## src/sasc_regs.svh

```systemverilog
`ifndef SASC_REGS_SVH
`define SASC_REGS_SVH

// Register indices; the Wishbone byte address is four times the index
`define SASC_IDX_REF        8'h2b
`define SASC_IDX_MUX        8'h2c
`define SASC_IDX_MUXL       8'h2d
`define SASC_IDX_MUXR       8'h2e
`define SASC_IDX_RESL       8'h2f
`define SASC_IDX_PER_LO     8'h30
`define SASC_IDX_PER_HI     8'h31
`define SASC_IDX_CTRL       8'h33
`define SASC_IDX_START      8'h35
`define SASC_IDX_RES_LO     8'h38
`define SASC_IDX_RES_HI     8'h39
`define SASC_IDX_STATUS     8'h3a
`define SASC_IDX_RESSAMP    8'h3c
`define SASC_IDX_BATT       8'h3e
`define SASC_IDX_CLKDIV     8'h3f

// Reset values
`define SASC_RST_REF        8'h0b
`define SASC_RST_MUX        8'h02
`define SASC_RST_MUXL       8'h00
`define SASC_RST_MUXR       8'h01
`define SASC_RST_RESL       8'h01
`define SASC_RST_PER_LO     8'he0
`define SASC_RST_PER_HI     8'h00
`define SASC_RST_CTRL       8'h27
`define SASC_RST_RESSAMP    8'h00
`define SASC_RST_BATT       2'h0
`define SASC_RST_CLKDIV     8'h18

// Field positions
`define SASC_CTRL_AUTO      3
`define SASC_CTRL_DONE_HI   7
`define SASC_CTRL_DONE_LO   6
`define SASC_MUX_FMT        7
`define SASC_MUX_MODE_HI    6
`define SASC_MUX_MODE_LO    5
`define SASC_MUX_CH_HI      4
`define SASC_RS_RES_HI      5
`define SASC_RS_RES_LO      3
`define SASC_RS_SAMP_HI     2

// Codes
`define SASC_START_CODE     8'h80
`define SASC_MODE_SINGLE    2'h0
`define SASC_MODE_DIFF      2'h1
`define SASC_DONE_FALL      2'h2
`define SASC_RES_W          14

// Sampling lengths in converter clock periods
`define SASC_SAMP_0         8'h03
`define SASC_SAMP_1         8'h06
`define SASC_SAMP_2         8'h09
`define SASC_SAMP_3         8'h0c
`define SASC_SAMP_4         8'h12
`define SASC_SAMP_5         8'h18
`define SASC_SAMP_6         8'h30
`define SASC_SAMP_7         8'h90

`endif

```

## src/sasc_pkg.sv

```systemverilog
package sasc_pkg;

  typedef enum logic [1:0] {
    SASC_IDLE    = 2'b00,
    SASC_SAMPLE  = 2'b01,
    SASC_CONVERT = 2'b10
  } sasc_state_t;

  typedef enum logic [3:0] {
    SASC_AIN_NONE   = 4'b0000,
    SASC_AIN_B0     = 4'b0001,
    SASC_AIN_B1     = 4'b0010,
    SASC_AIN_B6     = 4'b0011,
    SASC_AIN_B7     = 4'b0100,
    SASC_AIN_TEMP_N = 4'b0101,
    SASC_AIN_TEMP_P = 4'b0110,
    SASC_AIN_GND    = 4'b0111,
    SASC_AIN_DIV3   = 4'b1000
  } sasc_ain_t;

  typedef enum logic [1:0] {
    SASC_BATT_OFF   = 2'b00,
    SASC_BATT_IOSUP = 2'b01,
    SASC_BATT_PINB7 = 2'b10
  } sasc_batt_t;

  // Settings presented to the analog core
  typedef struct packed {
    logic [1:0] ref_sel;
    logic [3:0] res_bits;
    sasc_ain_t  ain_pos;
    sasc_ain_t  ain_neg;
    sasc_batt_t batt_div;
  } sasc_analog_t;

  typedef struct packed {
    logic        ack;
    logic [7:0]  dat;
    logic [7:0]  ref_sel;
    logic [7:0]  mux;
    logic [7:0]  muxl;
    logic [7:0]  resl;
    logic [7:0]  per_lo;
    logic [7:0]  per_hi;
    logic [7:0]  ctrl;
    logic [7:0]  ressamp;
    logic [1:0]  batt;
    logic [7:0]  clkdiv;
    sasc_state_t fsm;
    logic [15:0] per_cnt;
    logic [7:0]  div_cnt;
    logic        aclk;
    logic [7:0]  samp_cnt;
    logic        vld_m;
    logic        vld_s;
    logic        vld_p;
    logic [13:0] cdat_m;
    logic [13:0] cdat_s;
    logic        fmt;
    logic [13:0] result;
  } sasc_regs_t;

endpackage : sasc_pkg

```

## src/sasc_top.sv

```systemverilog
`timescale 1ns/1ps
`include "sasc_regs.svh"

// Notes on behaviour
// - Auxiliary period equals {high byte, low byte} system clock periods.
// - Only the auxiliary channel exists; left and right enables are ignored.
// - Reference code 00 is 1.428V, 01 analog supply, 10 is 1.224V.
// - Results are 14 bits, valid bits left-aligned, low unused bits invalid.
// - Resolution codes 000..101 give 7,9..13 bits; 110 and 111 give 14.
// - Sampling lasts 3,6,9,12,18,24,48 or 144 converter clock periods.
// - Input mode 00 is single-ended; channel field picks the input.
// - Input mode 01 is differential, pin B1 negative, channel field positive.
// - Channel codes map to none, B0, B1, B6, B7, temperature pair, ground, divider.
// - Format bit clear gives unsigned; set inverts result top bit.
// - Manual mode: writing 0x80 to start register begins one conversion.
// - Latest result is readable anytime from low and high byte registers.
// - Done select 01 or 11 means a valid rising edge completes conversion.
// - Status bit zero reads busy while a conversion is in progress.
// - Battery divider 01 routes a third of I/O supply, 10 a third of B7.
module sasc_top
  import sasc_pkg::*;
(
  input  wire logic         clk_i,
  input  wire logic         rst_i,
  input  wire logic         wb_cyc_i,
  input  wire logic         wb_stb_i,
  input  wire logic         wb_we_i,
  input  wire logic [9:0]   wb_adr_i,
  input  wire logic [31:0]  wb_dat_i,
  input  wire logic [3:0]   wb_sel_i,
  output logic      [31:0]  wb_dat_o,
  output logic              wb_ack_o,
  input  wire logic         conv_valid_i,
  input  wire logic [13:0]  conv_data_i,
  output logic              conv_clk_o,
  output logic              sample_o,
  output logic              busy_o,
  output sasc_analog_t      analog_o
);

  sasc_regs_t q;
  sasc_regs_t d;

  ////////////////////////////////////////////////////////////////////////////
  // Decoders

  function automatic logic [7:0] samp_len(input logic [2:0] code);
    case (code)
      3'h0:    samp_len = `SASC_SAMP_0;
      3'h1:    samp_len = `SASC_SAMP_1;
      3'h2:    samp_len = `SASC_SAMP_2;
      3'h3:    samp_len = `SASC_SAMP_3;
      3'h4:    samp_len = `SASC_SAMP_4;
      3'h5:    samp_len = `SASC_SAMP_5;
      3'h6:    samp_len = `SASC_SAMP_6;
      default: samp_len = `SASC_SAMP_7;
    endcase
  endfunction : samp_len

  function automatic logic [3:0] res_bits(input logic [2:0] code);
    case (code)
      3'h0:    res_bits = 4'h7;
      3'h1:    res_bits = 4'h9;
      3'h2:    res_bits = 4'ha;
      3'h3:    res_bits = 4'hb;
      3'h4:    res_bits = 4'hc;
      3'h5:    res_bits = 4'hd;
      default: res_bits = 4'he;
    endcase
  endfunction : res_bits

  function automatic sasc_ain_t chan_dec(input logic [4:0] code);
    case (code)
      5'h05:   chan_dec = SASC_AIN_B0;
      5'h06:   chan_dec = SASC_AIN_B1;
      5'h0b:   chan_dec = SASC_AIN_B6;
      5'h0c:   chan_dec = SASC_AIN_B7;
      5'h0f:   chan_dec = SASC_AIN_TEMP_N;
      5'h10:   chan_dec = SASC_AIN_TEMP_P;
      5'h11:   chan_dec = SASC_AIN_GND;
      5'h12:   chan_dec = SASC_AIN_DIV3;
      default: chan_dec = SASC_AIN_NONE;
    endcase
  endfunction : chan_dec

  // Keeps the valid top bits of a left-aligned result, zeroing the rest
  function automatic logic [13:0] res_mask(input logic [3:0] bits);
    logic [13:0] m;
    m = '1;
    for (int i = 0; i < `SASC_RES_W; i++) begin
      if (i < (`SASC_RES_W - int'(bits))) begin
        m[i] = 1'b0;
      end
    end
    res_mask = m;
  endfunction : res_mask

  ////////////////////////////////////////////////////////////////////////////
  // Combinational next state

  logic [7:0]  idx;
  logic        req;
  logic        wr;
  logic        rise;
  logic        fall;
  logic        done;
  logic        tick;
  logic        start_man;
  logic        start_auto;
  logic [15:0] period;
  logic [3:0]  bits_sel;
  logic [1:0]  mode;

  always_comb begin
    d          = q;
    idx        = wb_adr_i[9:2];
    req        = wb_cyc_i & wb_stb_i;
    wr         = req & wb_we_i & q.ack & wb_sel_i[0];
    period     = {q.per_hi, q.per_lo};
    bits_sel   = res_bits(q.ressamp[`SASC_RS_RES_HI:`SASC_RS_RES_LO]);
    mode       = q.mux[`SASC_MUX_MODE_HI:`SASC_MUX_MODE_LO];
    rise       = q.vld_s & ~q.vld_p;
    fall       = ~q.vld_s & q.vld_p;
    // Codes 01 and 11 are rising; 00 is treated as rising too
    done       = (q.ctrl[`SASC_CTRL_DONE_HI:`SASC_CTRL_DONE_LO] == `SASC_DONE_FALL)
                 ? fall : rise;
    start_man  = wr & (idx == `SASC_IDX_START) & (wb_dat_i[7:0] == `SASC_START_CODE)
                 & ~q.ctrl[`SASC_CTRL_AUTO];
    start_auto = 1'b0;

    // Valid and data from the analog core are asynchronous: two stages before use
    d.vld_m  = conv_valid_i;
    d.vld_s  = q.vld_m;
    d.vld_p  = q.vld_s;
    d.cdat_m = conv_data_i;
    d.cdat_s = q.cdat_m;

    // Converter clock: half period is clkdiv+1 system clocks
    tick = 1'b0;
    if (q.div_cnt >= q.clkdiv) begin
      d.div_cnt = 8'h00;
      d.aclk    = ~q.aclk;
      tick      = ~q.aclk;
    end else begin
      d.div_cnt = q.div_cnt + 8'h01;
    end

    // Auto period; only the auxiliary slot is run, audio slots never counted
    if (q.ctrl[`SASC_CTRL_AUTO]) begin
      if ((period == 16'h0000) || (q.per_cnt >= (period - 16'h0001))) begin
        d.per_cnt  = 16'h0000;
        start_auto = 1'b1;
      end else begin
        d.per_cnt = q.per_cnt + 16'h0001;
      end
    end else begin
      d.per_cnt = 16'h0000;
    end

    // Sequence; a trigger while busy is dropped rather than queued
    case (q.fsm)
      SASC_IDLE: begin
        if (start_man | start_auto) begin
          d.fsm      = SASC_SAMPLE;
          d.samp_cnt = 8'h00;
          d.fmt      = q.mux[`SASC_MUX_FMT];
        end
      end
      SASC_SAMPLE: begin
        if (tick) begin
          if (q.samp_cnt >= (samp_len(q.ressamp[`SASC_RS_SAMP_HI:0]) - 8'h01)) begin
            d.fsm = SASC_CONVERT;
          end else begin
            d.samp_cnt = q.samp_cnt + 8'h01;
          end
        end
      end
      SASC_CONVERT: begin
        if (done) begin
          d.fsm    = SASC_IDLE;
          d.result = (q.cdat_s & res_mask(bits_sel))
                     ^ {q.fmt, 13'h0000};
        end
      end
      default: d.fsm = SASC_IDLE;
    endcase

    // Wishbone: answer one cycle after the request, drop ack the next cycle
    d.ack = req & ~q.ack;
    if (req & ~q.ack) begin
      case (idx)
        `SASC_IDX_REF:     d.dat = q.ref_sel;
        `SASC_IDX_MUX:     d.dat = q.mux;
        `SASC_IDX_MUXL:    d.dat = q.muxl;
        `SASC_IDX_MUXR:    d.dat = `SASC_RST_MUXR;
        `SASC_IDX_RESL:    d.dat = q.resl;
        `SASC_IDX_PER_LO:  d.dat = q.per_lo;
        `SASC_IDX_PER_HI:  d.dat = q.per_hi;
        `SASC_IDX_CTRL:    d.dat = q.ctrl;
        `SASC_IDX_RES_LO:  d.dat = q.result[7:0];
        `SASC_IDX_RES_HI:  d.dat = {2'b00, q.result[13:8]};
        `SASC_IDX_STATUS:  d.dat = {7'h00, q.fsm != SASC_IDLE};
        `SASC_IDX_RESSAMP: d.dat = q.ressamp;
        `SASC_IDX_BATT:    d.dat = {6'h00, q.batt};
        `SASC_IDX_CLKDIV:  d.dat = q.clkdiv;
        default:           d.dat = 8'h00;
      endcase
    end
    if (wr) begin
      case (idx)
        `SASC_IDX_REF:     d.ref_sel = wb_dat_i[7:0];
        `SASC_IDX_MUX:     d.mux     = wb_dat_i[7:0];
        `SASC_IDX_MUXL:    d.muxl    = wb_dat_i[7:0];
        `SASC_IDX_RESL:    d.resl    = wb_dat_i[7:0];
        `SASC_IDX_PER_LO:  d.per_lo  = wb_dat_i[7:0];
        `SASC_IDX_PER_HI:  d.per_hi  = wb_dat_i[7:0];
        `SASC_IDX_CTRL:    d.ctrl    = wb_dat_i[7:0];
        `SASC_IDX_RESSAMP: d.ressamp = wb_dat_i[7:0];
        `SASC_IDX_BATT:    d.batt    = wb_dat_i[1:0];
        `SASC_IDX_CLKDIV:  d.clkdiv  = wb_dat_i[7:0];
        default:           d.dat     = d.dat;
      endcase
    end
  end

  ////////////////////////////////////////////////////////////////////////////
  // State register

  always_ff @(posedge clk_i) begin
    if (rst_i) begin
      q          <= '0;
      q.ref_sel  <= `SASC_RST_REF;
      q.mux      <= `SASC_RST_MUX;
      q.muxl     <= `SASC_RST_MUXL;
      q.resl     <= `SASC_RST_RESL;
      q.per_lo   <= `SASC_RST_PER_LO;
      q.per_hi   <= `SASC_RST_PER_HI;
      q.ctrl     <= `SASC_RST_CTRL;
      q.ressamp  <= `SASC_RST_RESSAMP;
      q.batt     <= `SASC_RST_BATT;
      q.clkdiv   <= `SASC_RST_CLKDIV;
      q.fsm      <= SASC_IDLE;
    end else begin
      q <= d;
    end
  end

  ////////////////////////////////////////////////////////////////////////////
  // Outputs

  always_comb begin
    wb_ack_o          = q.ack;
    wb_dat_o          = {24'h000000, q.dat};
    conv_clk_o        = q.aclk;
    sample_o          = (q.fsm == SASC_SAMPLE);
    busy_o            = (q.fsm != SASC_IDLE);
    analog_o.ref_sel  = q.ref_sel[1:0];
    analog_o.res_bits = bits_sel;
    analog_o.ain_pos  = chan_dec(q.mux[`SASC_MUX_CH_HI:0]);
    analog_o.ain_neg  = SASC_AIN_NONE;
    if (mode == `SASC_MODE_SINGLE) begin
      analog_o.ain_neg = SASC_AIN_GND;
    end else if (mode == `SASC_MODE_DIFF) begin
      analog_o.ain_neg = SASC_AIN_B1;
    end else begin
      // Reserved modes disconnect both inputs
      analog_o.ain_pos = SASC_AIN_NONE;
    end
    case (q.batt)
      2'h1:    analog_o.batt_div = SASC_BATT_IOSUP;
      2'h2:    analog_o.batt_div = SASC_BATT_PINB7;
      default: analog_o.batt_div = SASC_BATT_OFF;
    endcase
  end

endmodule : sasc_top

```

## config.mk

```make
export PLATFORM = sky130hd
export DESIGN_NAME = sasc_top
export DESIGN_NICKNAME = d
export VERILOG_FILES = /design/src/sasc_pkg.sv /design/src/sasc_top.sv
export VERILOG_INCLUDE_DIRS = /design/src /design/src/src
export SDC_FILE = /design/constraint.sdc
export NUM_CORES = 1
export LEC_CHECK = 0
export BUFFER_PORTS_ARGS = -buffer_cell sky130_fd_sc_hd__buf_2
export CAP_MARGIN = 20
export CORE_ASPECT_RATIO = 1.5
export CORE_MARGIN = 4
export CORE_UTILIZATION = 58
export CTS_BUF_LIST = sky130_fd_sc_hd__clkbuf_4 sky130_fd_sc_hd__clkbuf_8 sky130_fd_sc_hd__clkbuf_16
export CTS_CLUSTER_SIZE = 28
export DETAILED_ROUTE_END_ITERATION = 6
export PLACE_DENSITY = 0.81
export SLEW_MARGIN = 20
export SYNTH_ARGS = -nofsm -noshare
export SYNTH_HDL_FRONTEND = slang
export SYNTH_SLANG_ARGS = --single-unit
```

## constraint.sdc

```tcl
create_clock -name clk_i -period 3.7 [get_ports clk_i]
set_input_delay 0 -clock clk_i [delete_from_list [all_inputs] [get_ports clk_i]]
set_output_delay 0 -clock clk_i [all_outputs]
set_load 0.1 [all_outputs]
```

## After elaboration in Yosys (flattened, before gate mapping)

Memories as Yosys holds them, arrays and structs flattened. A register that Yosys moved wholly into a read port is not among the register bits.
Index checks and enable logic that the tools add are counted.
Widths: inputs -> output; s select.

- Output and inout port bits: 52
- Memories kept: 1
- Input port bits: 66
- Register bits: 164
- Memory bits (read-only): 128

- Reduce and logical (&&, ||, !) cells: 24
- Bitwise operators: 18
- Eq/ne operators: 38
- Add/sub/neg operators: 6
- $lt $le $gt $ge: 17
- Mux-type cells: 68

Memory list:

| memory | words | bits a word | rd ports | clocked after Yosys merged registers in | write ports | line | text |
|---|---|---|---|---|---|---|---|
| (name not given) | 32 | 4 | 1 | 1 | 0 | sasc_top.sv:73 | `case (code)` |

Operators with widths:

| operator | count |
|---|---|
| $eq 8x6->1 const B | 15 |
| $pmux 8 s14 | 1 |
| $pmux 8 s7 | 1 |
| $mux 8 | 6 |
| $mux 1 | 46 |
| $lt 5x5->1 const A | 6 |
| $pmux 4 s6 | 1 |
| $reduce_and 2->1 | 12 |
| $lt 4x5->1 const A | 4 |
| $add 16x1->16 const B | 1 |
| $add 8x1->8 const B | 2 |
| $ge 16x16->1 | 1 |
| $ge 8x8->1 | 2 |
| $logic_not 16->1 | 1 |
| $pmux 8 s2 | 1 |
| $sub 16x1->16 const B | 1 |
| $eq 3x3->1 const B | 5 |
| $and 14x14->14 | 1 |
| $xor 14x14->14 | 1 |
| $eq 3x2->1 const B | 4 |
| $and 1x1->1 | 10 |
| $lt 3x5->1 const A | 2 |
| $mux 2 | 5 |
| $mux 5 | 2 |
| 23 further kinds | 40 |

## Longest topological paths before layout

- Word-level depth: 10
- Depth in mapped cells: 15
- Mapped depth without buffers: 14

## Least setup slack after synthesis

Ideal clock, no wire load.

- Kind: flip-flop to flip-flop
- From: register q[96] in the netlist's numbering
- To: register q[2] in the netlist's numbering
- Path slack: 0.019 ns
- Library setup time: 0.132 ns
- Data required time: 3.568 ns
- Arrival: 3.548 ns
- Cell stages (with the launch flop): 8
- Clock period less this slack: 3.681 ns
- Path through: dfxtp_1 clkbuf_1 or3_1 nand2b_1 ha_1 or4b_2 o2111ai_1 a21oi_1

RTL lines:

| element | line | text |
|---|---|---|
| start: declaration | sasc_top.sv:41 | `sasc_regs_t q;` |

## Worst setup path in the final report

- From: register q, in the netlist period[8]
- To: register q[48] in the netlist's numbering

- Longest elaborated chain between the ends: 8
- Elaborated cells between the ends (all ways): 9
- Those cells by class: add/sub: 1; order compare: 1; eq/ne: 1; mux: 2; bitwise: 1; reduce/logical: 3

RTL lines:

| element | line | text |
|---|---|---|
| $sub 16x1->16 | sasc_top.sv:150 | `if ((period == 16'h0000) \|\| (q.per_cnt >= (period - 16'h0001))) begin` |
| $ge 16x16->1 | sasc_top.sv:150 |  |
| $logic_or 1x1->1 * | sasc_top.sv:150 |  |
| $mux 1 * | sasc_top.sv:150 |  |
| $mux 1 * | sasc_top.sv:149 | `` if (q.ctrl[`SASC_CTRL_AUTO]) begin `` |
| $or 1x1->1 * | sasc_top.sv:163 | `if (start_man \| start_auto) begin` |
| $ne 2x2->1 (no source line) * | -- |  |
| $reduce_and 4->1 (no source line) * | -- |  |

Every way passes the cells marked *; elsewhere a longest branch is shown, timed or not.
A chain may end at the register's enable or synchronous reset.

==> impl_metrics.csv <==
group,metric,value,unit
status,status,"finished clean",
cts,clock_sinks,168,
setup_path,required,4.03,ns
place,dpl_cell_area,0.00872,mm^2
floorplanning,num_rows,53,
routing,drc,0,
setup_path,r2r_end,"q[48]",
synth,ys_seq_area_share,40.0,%
worst_hold_path,hold_path_class,"in2reg",
routing,routed_wl,22100,um
power_and_ir_drop,p_leak,3.74,nW
sta,period_share,95.4,%
sta,setup_slack,0.169,ns
synth,synth_ff_type,"dfxtp_1",
sta,min_period,3.53,ns
cts,insertion_delay,0.44,ns
grt,grt.met1_usage,30.1,%
setup_path,r2r-start,"period[8]",
grt,grt_pass1_vias,7063,
synth,ys_top_cells_by_count,"168 x dfxtp_1, 122 x nor2_1, 81 x nand2_1",
power_and_ir_drop,vdd_drop_max,0.000365,V
worst_hold_path,hold_end,"q[81]",
cts,htreeDepth,4,
synth,yosysTopAreaCell,"dfxtp_1",
setup_path,worstPathCellList,"or4_4 -> or4b_4 -> nor4_1 -> xnor2_1 -> ha_1 -> nand4_1 -> nor3b_2 -> a211oi_2 -> a21oi_4 -> a21oi_4 -> a221o_1",
setup_path,cp_common_cell,"a21oi_4",
final_layout,n_antenna_cell,0,
synth,synth_top_area_share,40.0,%
place,place.gp.congestion,0.933,
routing,dr.pass1.iters,7,
synth,ys_async_sr_fraction,0,%
synth,synth_area,0.00842,mm^2
place,port_buffers,63,
sta,relSlewSlack,38.3,%
floorplanning,die_h,156,um
grt,busiest_layer,"met2",
routing,ant_nets,0,
synth,yosysMostFrequentCell,"dfxtp_1",
place,place_ws,0.174,ns
cts,cts.path.max_buffers,2,
synth,yosysWarningCount,0,
sta,slew_violations,0,
synth,synth-seq-cells,168,
grt,grt_max_degree,64,
grt,grt_pass1_wl,35400,um
final_layout,area.growth.synth_to_final,13.8,%
place,dpl.hpwl,15500,um
setup_path,r2r_cells,11,
worst_hold_path,holdPathStages,3,
floorplanning,fp.dieArea,0.0165,mm^2
setup_path,slowest_stage,"or4_4",
setup_path,criticalPathCategory,"reg2reg",
routing,first_iter_violations,607,
sta,fmax,283,MHz
grt,use_met3,6.13,%
floorplanning,die_w,106,um
synth,synth.avg_cell_area,8.70,um^2
synth,synth_area_leaders,"dfxtp_1 40%, mux2i_1 7.7%, ha_1 6.1%, nor2_1 5.4%, nand2_1 3.6%",
cts,clkSlewWorstSetupHoldPaths,0.07,ns
setup_path,worst_ep_arrival_time,3.86,ns
cts,cts_root_buffer,"clkbuf_16",
synth,synth_cell_types,72,
setup_path,path_max_fanout,5,
synth,syn_inst,968,
final_layout,final_area,0.00958,mm^2
routing,num_vias,7234,
worst_hold_path,hp-start,"wb_dat_i[0]",
grt,grt-ovfl-total,0,
setup_path,slowest_delay,0.57,ns
sta,setup_viol,0,
job,drv_cap,0,
setup_path,reg2reg_setup_slack,0.17,ns
synth,synth-edff-count,0,
cts,cts_setup_buffers,0,
routing,wl_per_cell,17.9,um
final_layout,nNetsFinal,1138,
floorplanning,start_util,59.6,%
sta,worst_slew_pin_slew,0.902,ns
floorplanning,ios,118,
routing,viasPerCell,5.85,
grt,grt_usage,27.3,%
cts,cts_tree,"yes",
setup_path,start_kind,"flip-flop",
setup_path,crit_path_end_kind,"flip-flop",
grt,antenna_found_initial,1,
sta,hold_viol,0,
grt,use_met2,47.2,%
final_layout,drive_above_1_share,13.1,%
floorplanning,core,0.0141,mm^2
cts,cts_buffers,17,
sta,finClkSkew,0.00783,ns
power_and_ir_drop,cellPowerDensity,418,mW/mm^2
-- sequential cells by signal, indices dropped and copies added (netlist names), named ones only --
signal,count
conv_clk_o,1
analog_o,2
mode,2
q,118
wb_ack_o,1
wb_dat_o,8
d,16
period,16
-- power breakdown --
group	internal (mW)	switching (mW)	total, mW
Combinational	0.0698	0.262	0.332
Sequential	1.83	0.0112	1.84
Clock	1.05	0.780	1.83
-- how the worst max path moves through the flow --
stage	cells after the start	endpoint	slack [ns]	start
6_report	11	q[48]	0.17	period[8]
5_1_grt	13	q[50]	-0.04	period[8]
4_1_cts	13	q[48]	0.13	period[3]
3_5_place_dp	11	q[48]	0.17	period[8]
3_3_place_gp	14	q[48]	0.24	period[3]
2_1_floorplan	7	q[2]	0.02	q[96]
-- critical path: cells and delay by family (launching register included) --
| family | cells | cell delay, ns |
|---|---|---|
| adder cells (fa/ha/maj) | 1 | 0.35 |
| flip-flops | 1 | 0.37 |
| AND/OR/NAND/NOR | 5 | 1.75 |
| AO/OA/AOI/OAI | 4 | 0.81 |
| XOR/XNOR | 1 | 0.14 |
-- layout by cell type (no fill, tap or decap), types with 4 or more instances in the layout --
master	instances
and3_1	5
o211ai_1	4
o2bb2ai_1	5
dlygate4sd3_1	24
a221oi_1	5
buf_2	62
a21oi_1	55
nand2_1	81
o21ai_1	5
xnor2_1	20
o21ai_0	33
a21o_1	4
inv_6	6
nor3_1	12
conb_1	25
buf_4	16
and4_1	4
nand3_1	31
dfxtp_1	168
or3_1	9
mux2_2	7
a22o_1	5
nor3_2	4
nand2b_1	6
nand4_1	10
nor2b_1	42
a31oi_1	5
clkbuf_16	17
inv_1	35
ha_1	41
xor2_1	16
a22oi_1	20
nor4_1	11
nor3b_1	4
a32oi_1	4
nor2_1	122
mux2i_1	65
-- cell type report --
cell class                      instances  area, um^2
Timing Repair Buffer                  102         671
Tap cell                              192         240
Fill cell                            1105        4540
Clock buffer                           19         453
Multi-Input combinational cell        707        4560
Sequential cell                       168        3360
Inverter                               35         131
Clock inverter                         13         158
-- stage by stage --
step           setup TNS, ns  power [mW]  hold slack, ns  util, %  instances
2_1_floorplan              0        2.15           0.119        -        992
3_3_place_gp               0        2.18           0.207     61.7       1180
3_5_place_dp               0        2.19           0.215     61.7       1180
4_1_cts                    0        4.01         0.00301     67.8       1236
5_1_grt              -0.0909        4.13          0.0281     67.8       1236
6_report                   0        4.01          0.0231     67.8       1236
-- cell families (layout without fill, tap and decap cells) --
family / count (synthesis) / after routing / synth area share (%)
DFF: 168 / 168 / 40.0
and+or+nand+nor: 365 / 365 / 21.6
adders and majority gates: 41 / 41 / 6.09
buffers and inverters: 117 / 169 / 7.02
other: 1 / 25 / 0.0445
AOI/OAI and AO/OA: 168 / 168 / 12.9
muxes: 72 / 72 / 8.67
xor gates and xnor gates: 36 / 36 / 3.75
-- timing repair --
item / CTS / global route
endpoints found under the setup margin: 0 / 7
hold buffers: 24 / 0
hold endpoints to repair: 37 / 0
resized for setup: 0 / 2
-- per-layer routing --
layer	part of all wire [%]	wire length, um	up-vias
li1	-	-	3439
met1	37	8070	3367
met2	50	11000	327
met3	6.8	1510	99
met4	6.6	1460	2
met5	0.054	12	-
Note: power is estimated with default switching activity, not from simulation.
